[src/core/cis_defines.svh]
// Constants for the instruction execution core
`ifndef CIS_DEFINES_SVH
`define CIS_DEFINES_SVH
// Flag bit positions in the flag word
`define CIS_FLAG_C 0
`define CIS_FLAG_Z 1
`define CIS_FLAG_V 2
`define CIS_FLAG_N 3
// Reset values
`define CIS_FLAGS_RST 4'h0
`define CIS_PC_RST 16'h0000
// Instruction lengths in bytes
`define CIS_LEN_SHORT 16'h0002
`define CIS_LEN_LONG 16'h0004
// Divider step counts
`define CIS_DIV_SHORT 6'h10
`define CIS_DIV_LONG 6'h20
// Vector spacing of the software vector call
`define CIS_VEC_SHIFT 2
`endif

[src/core/cis_pkg.sv]
// Types shared by the instruction execution core
package cis_pkg;
    // Operation selector supplied by the front-end decoder
    typedef enum logic [4:0] {
        OP_ADD_WC, OP_SUB_WB, OP_PROD, OP_QUO_S, OP_QUO_L,
        OP_INVERT, OP_CMP_DEC, OP_CMP_INC, OP_NORM_CNT, OP_SFILL_SHR,
        OP_EXTEND, OP_BR_ONE, OP_BR_ZERO, OP_MASK_MOD, OP_BIT_COPY,
        OP_PUSH_CALL, OP_CTX_SW, OP_NEAR_RET, OP_VEC_CALL, OP_PDOWN
    } cis_op_e;
    typedef enum logic [1:0] {ST_IDLE, ST_DIVIDE} cis_state_e;
    typedef struct packed {
        logic [3:0] flags;
        logic [15:0] res;
    } cis_alu_s;
endpackage

[src/core/cis_exec.sv]
// Execution core for the 16-bit controller instruction subset
// Behaviour
// [RULE1] Add with incoming carry, word or byte
// [RULE2] Subtract with incoming borrow, word or byte
// [RULE3] Signed or unsigned 16x16 register multiply
// [RULE4] Short divide: low product word by register
// [RULE5] Long divide: 32-bit pair by register
// [RULE6] Compare, then decrease register by 1/2
// [RULE7] Compare, then increase register by 1/2
// [RULE8] Count shifts to normalize, store count
// [RULE9] Right shift copying the sign bit
// [RULE10] Byte to word, sign or zero fill
// [RULE11] Branch if bit one, optionally clear it
// [RULE12] Branch if bit zero, optionally set it
// [RULE13] Masked modify of high or low byte
// [RULE14] Copy bit or its inverse to bit
// [RULE15] Push register, then call absolute target
// [RULE16] Push register, then load it with operand
// [RULE17] Return; pop variant also restores register
// [RULE18] Vector call by immediate trap number
// [RULE19] Power-down opcode decodes, does nothing
// [RULE20] Two's complement of word or byte
// [RULE21] Own operation selector replaces opcode bits
// [RULE22] Arithmetic updates carry, zero, negative, overflow
`timescale 1ns/1ps
`include "cis_defines.svh"
module cis_exec import cis_pkg::*; #(
    parameter int STACK_DEPTH = 16
) (
    // Clock and reset
    input wire logic clock,
    input wire logic reset_n,
    // Instruction request
    input wire logic instr_valid,
    output logic instr_ready,
    input wire cis_op_e instr_op,
    input wire logic instr_len4,
    input wire logic instr_byte,
    input wire logic instr_signed,
    input wire logic instr_variant,
    input wire logic [3:0] instr_dst,
    input wire logic [3:0] instr_src,
    input wire logic [3:0] instr_dbit,
    input wire logic [3:0] instr_sbit,
    input wire logic [7:0] instr_rel,
    input wire logic [15:0] instr_imm,
    // Completion
    output logic done_r,
    output logic illegal_r,
    output logic taken_r,
    // Architectural state
    output logic [15:0] pc_r,
    output logic [3:0] flags_r,
    output logic [31:0] md_r,
    // Register peek
    input wire logic [3:0] peek_idx,
    output logic [15:0] peek_data_r
);
    localparam int SPW = $clog2(STACK_DEPTH);

    cis_state_e state_r;
    logic [15:0] gpr_r [16];
    logic [15:0] stk_r [STACK_DEPTH];
    logic [SPW-1:0] sp_r;
    logic take, ok_len, exe;
    logic [15:0] rd, rs, opnd, pc_len;
    logic wr_en, md_en, div_go, br_nxt, bit_v;
    logic [15:0] wr_dat, pc_nxt, psh_a, step;
    logic [3:0] fl_nxt, amt;
    logic [31:0] md_nxt, prod;
    logic [1:0] push_n, pop_n;
    cis_alu_s alu;
    logic [5:0] div_cnt_r;
    logic [16:0] div_rem_r, sh, rem_s;
    logic [31:0] div_quo_r, quo_s, qmag, q_fix;
    logic [15:0] div_den_r, r_fix;
    logic div_long_r, div_sgn_r, div_qneg_r, div_rneg_r;
    logic ge, fin, dv_ovf, dsgn;
    logic [3:0] dv_fl;

    // Places four flag values at their bit positions
    function automatic logic [3:0] mk_fl(input logic n, v, z, c);
        mk_fl = 4'h0;
        mk_fl[`CIS_FLAG_N] = n;
        mk_fl[`CIS_FLAG_V] = v;
        mk_fl[`CIS_FLAG_Z] = z;
        mk_fl[`CIS_FLAG_C] = c;
    endfunction

    // Shared adder; subtract adds the inverted operand, carry is borrow
    function automatic cis_alu_s alu_as(input logic [15:0] a, b,
                                        input logic ci, sub, byt);
        logic [15:0] bb;
        logic [16:0] sw;
        logic [8:0] sb;
        logic am, bm, rm, co;
        cis_alu_s o;
        bb = sub ? ~b : b;
        sw = {1'b0, a} + {1'b0, bb} + {16'h0000, ci ^ sub};
        sb = {1'b0, a[7:0]} + {1'b0, bb[7:0]} + {8'h00, ci ^ sub};
        o.res = byt ? {a[15:8], sb[7:0]} : sw[15:0];
        co = byt ? sb[8] : sw[16];
        am = byt ? a[7] : a[15];
        bm = byt ? bb[7] : bb[15];
        rm = byt ? sb[7] : sw[15];
        o.flags = mk_fl(rm, (am == bm) && (rm != am),
                        byt ? (sb[7:0] == 8'h00) : (sw[15:0] == 16'h0000),
                        co ^ sub); // [RULE22]
        return o;
    endfunction

    // Leading zero count; a zero word needs no shifts
    function automatic logic [15:0] norm_cnt(input logic [15:0] w);
        logic [15:0] n;
        logic hit;
        n = 16'h0000;
        hit = 1'b0;
        for (int i = 15; i >= 0; i--) begin
            if (w[i]) hit = 1'b1;
            else if (!hit) n = 16'(n + 16'h0001);
        end
        return (w == 16'h0000) ? 16'h0000 : n;
    endfunction

    // Which instruction lengths each operation accepts
    function automatic logic len_ok(input cis_op_e op, input logic l4);
        case (op)
            OP_ADD_WC, OP_SUB_WB, OP_CMP_DEC, OP_CMP_INC,
            OP_EXTEND: len_ok = 1'b1;
            OP_BR_ONE, OP_BR_ZERO, OP_MASK_MOD, OP_BIT_COPY, OP_PUSH_CALL,
            OP_CTX_SW, OP_PDOWN: len_ok = l4;
            default: len_ok = !l4;
        endcase
    endfunction

    // Request handshake and operand fetch
    assign instr_ready = (state_r == ST_IDLE);
    assign take = instr_valid && instr_ready;
    assign ok_len = len_ok(instr_op, instr_len4); // [RULE21]
    assign exe = take && ok_len;
    assign rd = gpr_r[instr_dst];
    assign rs = gpr_r[instr_src];
    assign opnd = instr_len4 ? instr_imm : rs; // [RULE1] [RULE2]
    assign pc_len = 16'(pc_r + (instr_len4 ? `CIS_LEN_LONG : `CIS_LEN_SHORT));
    assign step = instr_variant ? 16'h0002 : 16'h0001;
    assign amt = rs[3:0];
    assign prod = instr_signed ?
        32'($signed({{16{rd[15]}}, rd}) * $signed({{16{rs[15]}}, rs})) :
        32'({16'h0000, rd} * {16'h0000, rs});

    // Single-cycle execution of every operation except the two divides, which only start here
    always_comb begin
        wr_en = 1'b0;
        wr_dat = rd;
        fl_nxt = flags_r;
        pc_nxt = pc_len;
        md_en = 1'b0;
        md_nxt = prod;
        push_n = 2'h0;
        pop_n = 2'h0;
        psh_a = rd;
        div_go = 1'b0;
        br_nxt = 1'b0;
        bit_v = rd[instr_dbit];
        alu = alu_as(rd, opnd, flags_r[`CIS_FLAG_C],
                     instr_op == OP_SUB_WB, instr_byte);
        case (instr_op)
            OP_ADD_WC, OP_SUB_WB: begin
                wr_en = 1'b1; // [RULE1] [RULE2]
                wr_dat = alu.res;
                fl_nxt = alu.flags;
            end
            OP_INVERT: begin
                alu = alu_as({instr_byte ? rd[15:8] : 8'h00, 8'h00}, rd,
                             1'b0, 1'b1, instr_byte); // [RULE20]
                wr_en = 1'b1;
                wr_dat = alu.res;
                fl_nxt = alu.flags;
            end
            OP_CMP_DEC, OP_CMP_INC: begin
                alu = alu_as(rd, opnd, 1'b0, 1'b1, 1'b0);
                fl_nxt = alu.flags;
                wr_en = 1'b1;
                wr_dat = (instr_op == OP_CMP_DEC) ? 16'(rd - step) :
                         16'(rd + step); // [RULE6] [RULE7]
            end
            OP_PROD: begin
                md_en = 1'b1; // [RULE3]
                fl_nxt = mk_fl(prod[31], instr_signed ?
                    (prod[31:15] != {17{prod[31]}}) :
                    (prod[31:16] != 16'h0000), prod == 32'h0, 1'b0);
            end
            OP_QUO_S, OP_QUO_L: begin
                // Division by zero sets overflow and clears N, Z and C, with no divide started
                if (rs == 16'h0000) fl_nxt = mk_fl(1'b0, 1'b1, 1'b0, 1'b0);
                else div_go = 1'b1; // [RULE4] [RULE5]
            end
            OP_NORM_CNT: begin
                wr_en = 1'b1;
                wr_dat = norm_cnt(rs); // [RULE8]
                fl_nxt = mk_fl(1'b0, 1'b0, rs == 16'h0000, 1'b0);
            end
            OP_SFILL_SHR: begin
                wr_en = 1'b1;
                wr_dat = 16'($signed(rd) >>> amt); // [RULE9]
                fl_nxt = mk_fl(wr_dat[15], 1'b0, wr_dat == 16'h0000,
                    (amt != 4'h0) && rd[amt - 4'h1]);
            end
            OP_EXTEND: begin
                wr_en = 1'b1;
                wr_dat = {{8{instr_signed & opnd[7]}}, opnd[7:0]}; // [RULE10]
                fl_nxt = mk_fl(wr_dat[15], 1'b0, wr_dat == 16'h0000, 1'b0);
            end
            OP_BR_ONE, OP_BR_ZERO: begin
                br_nxt = (instr_op == OP_BR_ONE) ? bit_v : !bit_v;
                if (br_nxt) begin
                    pc_nxt = 16'(pc_len + {{7{instr_rel[7]}}, instr_rel, 1'b0});
                    wr_en = instr_variant; // [RULE11] [RULE12]
                    wr_dat[instr_dbit] = !bit_v;
                end
            end
            OP_MASK_MOD: begin
                wr_en = 1'b1; // [RULE13]
                if (instr_variant)
                    wr_dat[15:8] = (rd[15:8] & ~instr_imm[7:0]) |
                                   (instr_imm[15:8] & instr_imm[7:0]);
                else
                    wr_dat[7:0] = (rd[7:0] & ~instr_imm[7:0]) |
                                  (instr_imm[15:8] & instr_imm[7:0]);
            end
            OP_BIT_COPY: begin
                wr_en = 1'b1; // [RULE14]
                wr_dat[instr_dbit] = rs[instr_sbit] ^ instr_variant;
            end
            OP_PUSH_CALL: begin
                push_n = 2'h2; // [RULE15]
                pc_nxt = instr_imm;
            end
            OP_CTX_SW: begin
                push_n = 2'h1; // [RULE16]
                wr_en = 1'b1;
                wr_dat = instr_imm;
            end
            OP_NEAR_RET: begin
                pop_n = instr_variant ? 2'h2 : 2'h1; // [RULE17]
                pc_nxt = stk_r[SPW'(sp_r - SPW'(1))];
                wr_en = instr_variant;
                wr_dat = stk_r[SPW'(sp_r - SPW'(2))];
            end
            OP_VEC_CALL: begin
                push_n = 2'h2; // [RULE18]
                psh_a = {12'h000, flags_r};
                pc_nxt = 16'({9'h000, instr_imm[6:0]} << `CIS_VEC_SHIFT);
            end
            OP_PDOWN: ; // [RULE19]
            default: ;
        endcase
    end

    // Register file; the divider writes only the product pair and the flags
    always_ff @(posedge clock or negedge reset_n) begin
        if (!reset_n) begin
            for (int i = 0; i < 16; i++) gpr_r[i] <= 16'h0000;
        end else if (exe && wr_en) begin
            gpr_r[instr_dst] <= wr_dat;
        end
    end

    // Flags, program counter and product pair
    always_ff @(posedge clock or negedge reset_n) begin
        if (!reset_n) begin
            flags_r <= `CIS_FLAGS_RST;
            pc_r <= `CIS_PC_RST;
            md_r <= 32'h00000000;
        end else begin
            if (exe) flags_r <= fl_nxt;
            else if (fin) flags_r <= dv_fl; // [RULE22]
            if (exe) pc_r <= pc_nxt;
            if (exe && md_en) md_r <= md_nxt;
            else if (fin && !dv_ovf) md_r <= {r_fix, q_fix[15:0]};
        end
    end

    // Stack pointer; overflow wraps silently, software must bound depth
    always_ff @(posedge clock or negedge reset_n) begin
        if (!reset_n) sp_r <= '0;
        else if (exe) sp_r <= SPW'(sp_r + push_n - pop_n);
    end

    // Stack storage holds data only, so it carries no reset
    always_ff @(posedge clock) begin
        if (exe && push_n != 2'h0) begin
            stk_r[sp_r] <= psh_a;
            if (push_n == 2'h2) stk_r[SPW'(sp_r + SPW'(1))] <= pc_len;
        end
    end

    // One restoring divide step per clock on magnitudes
    assign sh = {div_rem_r[15:0], div_quo_r[31]};
    assign ge = sh >= {1'b0, div_den_r};
    assign rem_s = ge ? 17'(sh - {1'b0, div_den_r}) : sh;
    assign quo_s = {div_quo_r[30:0], ge};
    assign fin = (state_r == ST_DIVIDE) && (div_cnt_r == 6'h01);
    assign qmag = div_long_r ? quo_s : {16'h0000, quo_s[15:0]};
    assign q_fix = div_qneg_r ? 32'(-qmag) : qmag;
    assign r_fix = div_rneg_r ? 16'(-rem_s[15:0]) : rem_s[15:0];
    assign dv_ovf = div_sgn_r ?
        (qmag > (div_qneg_r ? 32'h00008000 : 32'h00007fff)) :
        (qmag[31:16] != 16'h0000);
    assign dv_fl = mk_fl(q_fix[15], dv_ovf, q_fix[15:0] == 16'h0000, 1'b0);
    assign dsgn = instr_signed &&
        ((instr_op == OP_QUO_L) ? md_r[31] : md_r[15]);

    // Divider sequencer; the core stalls requests until it finishes
    always_ff @(posedge clock or negedge reset_n) begin
        if (!reset_n) begin
            state_r <= ST_IDLE;
            div_cnt_r <= 6'h00;
            div_rem_r <= 17'h00000;
            div_quo_r <= 32'h00000000;
            div_den_r <= 16'h0000;
            div_long_r <= 1'b0;
            div_sgn_r <= 1'b0;
            div_qneg_r <= 1'b0;
            div_rneg_r <= 1'b0;
        end else begin
            case (state_r)
                ST_IDLE: begin
                    if (exe && div_go) begin
                        state_r <= ST_DIVIDE;
                        div_long_r <= (instr_op == OP_QUO_L); // [RULE5]
                        div_cnt_r <= (instr_op == OP_QUO_L) ?
                                     `CIS_DIV_LONG : `CIS_DIV_SHORT;
                        div_rem_r <= 17'h00000;
                        div_quo_r <= (instr_op == OP_QUO_L) ?
                            (dsgn ? 32'(-md_r) : md_r) :
                            {dsgn ? 16'(-md_r[15:0]) : md_r[15:0],
                             16'h0000}; // [RULE4]
                        div_den_r <= (instr_signed && rs[15]) ?
                                     16'(-rs) : rs;
                        div_sgn_r <= instr_signed;
                        div_qneg_r <= dsgn ^ (instr_signed && rs[15]);
                        div_rneg_r <= dsgn;
                    end
                end
                ST_DIVIDE: begin
                    div_rem_r <= rem_s;
                    div_quo_r <= quo_s;
                    div_cnt_r <= 6'(div_cnt_r - 6'h01);
                    if (fin) state_r <= ST_IDLE;
                end
                default: state_r <= ST_IDLE;
            endcase
        end
    end

    // Completion pulses and register peek
    always_ff @(posedge clock or negedge reset_n) begin
        if (!reset_n) begin
            done_r <= 1'b0;
            illegal_r <= 1'b0;
            taken_r <= 1'b0;
            peek_data_r <= 16'h0000;
        end else begin
            done_r <= (take && !(ok_len && div_go)) || fin;
            illegal_r <= take && !ok_len; // [RULE21]
            taken_r <= exe && br_nxt;
            peek_data_r <= gpr_r[peek_idx];
        end
    end

    // Snapshot of the last executed request, read only by checks
    logic chk_v_r, chk_c_r, chk_byte_r, chk_var_r;
    cis_op_e chk_op_r;
    logic [15:0] chk_a_r, chk_b_r;
    logic [3:0] chk_dst_r;
    always_ff @(posedge clock) begin
        chk_v_r <= exe && reset_n;
        chk_op_r <= instr_op;
        chk_a_r <= rd;
        chk_b_r <= opnd;
        chk_c_r <= flags_r[`CIS_FLAG_C];
        chk_byte_r <= instr_byte;
        chk_var_r <= instr_variant;
        chk_dst_r <= instr_dst;
    end
endmodule

[config.mk]
export PLATFORM = sky130hd
export DESIGN_NAME = cis_exec
export DESIGN_NICKNAME = d
export VERILOG_FILES = /design/src/core/cis_pkg.sv /design/src/core/cis_exec.sv
export VERILOG_INCLUDE_DIRS = /design/src /design/src/core
export SDC_FILE = /design/constraint.sdc
export NUM_CORES = 2
export LEC_CHECK = 0
export BUFFER_PORTS_ARGS = -buffer_cell sky130_fd_sc_hd__buf_2
export CORE_ASPECT_RATIO = 0.6
export CORE_MARGIN = 3
export CORE_UTILIZATION = 45
export DETAILED_ROUTE_END_ITERATION = 8
export PLACE_DENSITY = 0.62
export SETUP_SLACK_MARGIN = 0.2
export SYNTH_ARGS = -nofsm -noshare
export SYNTH_HDL_FRONTEND = slang
export SYNTH_SLANG_ARGS = --single-unit
[constraint.sdc]
create_clock -name clock -period 10.85 [get_ports clock]
set_clock_uncertainty 0.1 [all_clocks]
set_input_delay 1.085 -clock clock [delete_from_list [all_inputs] [get_ports clock]]
set_output_delay 1.085 -clock clock [all_outputs]
set_load 0.02 [all_outputs]
==> results.txt <==
Leaving out fill and tap cells, the most frequent cells in the layout are 661 x nand2_1, 583 x buf_4, 576 x inv_1. The arrival time reported for the critical path endpoint came out at 11.41 ns. The run finished, with violations left.

The remaining max-slew budget at the tightest pin came out at 4.843%. The leakage power of the design came out at 0.03208 uW. The largest driver fanout on the critical path came out at 8.

Compared with the post-synthesis result, the final layout area differs by 16.26%. The total area of sequential cells is 0.01786 sq mm. The total clock buffers created by CTS is 73. The die span in y came out at 295.7 microns.

The floorplan step set the die width to 488.9 microns. The overall power of the completed layout came out at 15390 uW. The startpoint identified for the worst register-to-register timing path is gpr_r[30]. The slew of the pin with the lowest slew margin is 1.412 ns.

The launching element of the worst setup path is instr_src[0]. The power per unit of standard cell area is 210.3 mW/mm^2. The final HPWL from detailed placement came out at 174700 microns.

The critical path in this run is classified as in2reg. The first-pass detailed-route iteration total is 8. The kind of end point of the critical path is a flop. After filler insertion, the fill cell instance count of the layout stands at 12125. The post-placement setup slack is -1.115 ns.

After detailed routing, the number of vias per cell comes to 6.289. Among all flip-flop cells after synthesis, the most frequent one is dfrtp_1. Sequential elements use 28.35% of the synthesized area. The global-route wire length before repair came out at 344900 microns. After synthesis the cells add up to 0.06295 sq mm.

The minimum clock period after layout came out at 10.98 ns. The final wirelength came out at 236100 microns. The smallest hold slack came out at 0.3324 ns.

The clock transition time at the flip-flop clock pins of the worst setup and hold paths came out at 0.06 ns. The checks that failed: negative setup slack. The number of synthesis warnings came out at 0.

The number of design rule violations left after detail routing came out at 0. The worst-case IR drop observed on VDD is 0.0002164 V. The number of global-route vias before repair came out at 51612. The number of nets in the synthesized netlist came out at 6957. The initial utilization of the core area, before any placement, comes to 45.68%.

The worst setup path is launched from an input port. TritonCTS built the clock tree. The critical path data required time is 11.28 ns. The max-slew violation count came out at 0. The core footprint is 0.1378 sq mm. The final-layout setup total negative slack came out at -3.556 ns. The clock insertion delay at the later pin of the skew report is 0.70 ns. The average cell area after synthesis came out at 10.08 sq um. The fraction of final layout cells with drive strength greater than 1 is 25.63%. During I/O placement, the number of pins put on the boundary was 128. The smallest setup slack after layout came out at -0.1322 ns. The setup-violating endpoint count in the final report came out at 48. The number of distinct library cells after synthesis came out at 97. The number of antenna violations at the first check in global routing came out at 15.

The maximum cell stage delay along the critical path came out at 0.50 ns. The number of violations of the max-capacitance limit came out at 0. The maximum number of pins on one net before global-route repair is 156. In this run the number of H-tree levels came out at 3. The wire length per cell is 27.62 microns. The cell at the root of the clock tree is clkbuf_16.

The gate count after technology mapping came out at 6242. The share of the clock period used by the worst path after layout is 101.2%. The highest attainable clock frequency is 91.06 MHz. The final standard cell utilization of the core came out at 53.11%. The area of the die came out at 0.1446 sq mm. On the critical path, the stage with the largest delay is an instance of mux4_2.

The min-delay analysis places its worst path in the category in2async. The footprint of the multi-input gates is 0.04239 sq mm. The detailed router finished its first iteration with 7429 violations.

The net count of the finished layout is 7380. The number of nets with antenna violations after routing is 0. The synthesized design contains 256 enable-type register cells. Counting flops with an async set or reset pin after synthesis yields a share of 61.33%. In this design, the critical path's most frequently occurring cell is buf_4. The total via count after detailed routing is 53753. The most frequent standard cell in the layout excluding fill and tap cells is nand2_1. The number of buffers inserted by port buffering came out at 127. In this run the core area contains 105 standard-cell rows. The final global-route overflow total is 0. The clock sink count came out at 662. The overall routing resource usage came out at 32.07%. Setup repair after global routing could not meet its margin everywhere. The hold violation total from the final report is 0. Synthesis inferred 662 register bits. The longest clock path from root to sink contains 3 buffers.

The final weighted congestion of routability-driven global placement is 0.9769.
## layout make-up
class	count	share of cell area (%)
Tap cell	1819	3.110
Timing Repair Buffer	758	8.061
Multi-Input combinational cell	4574	57.92
Clock inverter	37	0.7129
Sequential cell	662	24.40
Clock buffer	92	2.716
Antenna cell	9	0.03077
Inverter	596	3.057
## flip-flops by register name, summed over array words and instances, names as in the netlist
register and cells:
div_qneg_r 1, div_rem_r 16, div_quo_r 32, illegal_r 1, md_r 32, taken_r 1
gpr_r 256, done_r 1, peek_data_r 16, div_sgn_r 1, flags_r 4, div_long_r 1
stk_r 256, state_r 1, div_cnt_r 6, div_den_r 16, div_rneg_r 1, sp_r 4
pc_r 16
## power by group
part           internal, uW  switching (uW)  total, uW
sequential             2930             479       3410
combinational          4150            5170       9320
clock                  1530            1140       2670
total                  8600            6790      15400
## kinds of logic (layout without fill, tap and decap cells)
logic type      count (synthesis)  after routing  share of synthesized area [%]
compound gates               1208           1210                          11.71
xor+xnor                      278            278                          3.918
fa+ha+maj                     660            660                          17.59
buf+inv                      1008           1483                          6.158
flops                         662            662                          28.35
mux                           810            810                          20.95
other cells                     0              9                              0
simple gates                 1616           1616                          11.33
## per-stage QoR
step | std cells | area (sq um)
floorplan | 6242 | 63350
global placement | 8344 | 69350
detailed placement | 8344 | 69350
CTS | 8513 | 72270
global route | 8546 | 73190
finish | 8547 | 73190
## critical path: cells and delay by family
kind            cells  cell delay, ns
compound gates     14            2.34
simple gates        6            1.05
xor+xnor            1            0.14
buf+inv            38            4.79
fa+ha+maj           3            0.70
mux                 4            1.26
## per-layer routing
| metal | wire length (microns) | track usage (%) |
|---|---|---|
| met5 | 26 | 0 |
| met4 | 6582 | 8.916 |
| met3 | 35450 | 11.73 |
| met2 | 92820 | 42.29 |
| met1 | 101200 | 48.75 |
## final timing paths
kind | end | slack [ns] | cells past startpoint
setup / recovery | gpr_r[22] | -0.13 | 66
hold / removal | div_rem_r[11] | 0.33 | 1
setup reg to reg | gpr_r[22] | -0.02 | 65
hold reg to reg | div_sgn_r | 0.39 | 2
max in group asynchronous | taken_r | 8.35 | 3
min in group clock | div_sgn_r | 0.39 | 2
## synth_stat cells, types with 14 or more instances
master    number  area (sq um)
nor2_1       485          1821
xor2_1        88         770.7
a31oi_1       26         162.7
a211oi_1      38         285.3
or3_1         21         131.4
mux4_2       373          8401
mux2i_1      130          1301
o22ai_1       14         87.58
and2_1        49         306.5
a22oi_1       22         165.2
buf_2         14         70.07
o221ai_1      58         508.0
inv_1        578          2170
nand4_1       29         181.4
nand2b_1      47         294.0
nand2_1      665          2496
edfxtp_1     256          7687
clkbuf_1     327          1227
and3_1        32         200.2
fa_1         375          7507
o21bai_1      22         165.2
a21o_1        42         315.3
nor2b_1       57         356.6
o31ai_1       37         277.8
dfrtp_1      406         10160
o21ai_0      453          2267
o21a_1        15         112.6
a21boi_0      22         165.2
mux2_2       302          3401
a21oi_1      327          1637
buf_1         60         225.2
nor4_1        25         156.4
ha_1         284          3553
nor3_1        79         395.4
o211ai_1      15         112.6
xnor2_1      187          1638
nand3_1       80         400.4
## timing repair
item                                    4_1_cts  5_1_grt
hold endpoints to repair                      0        0
hold buffers                                  0        0
endpoints found under the setup margin      114      114
resized for setup                            17      136
pin swaps                                    11       52
gates cloned                                  0        5
buffers inserted                             40       20
Note: power is estimated with default switching activity, not from simulation.
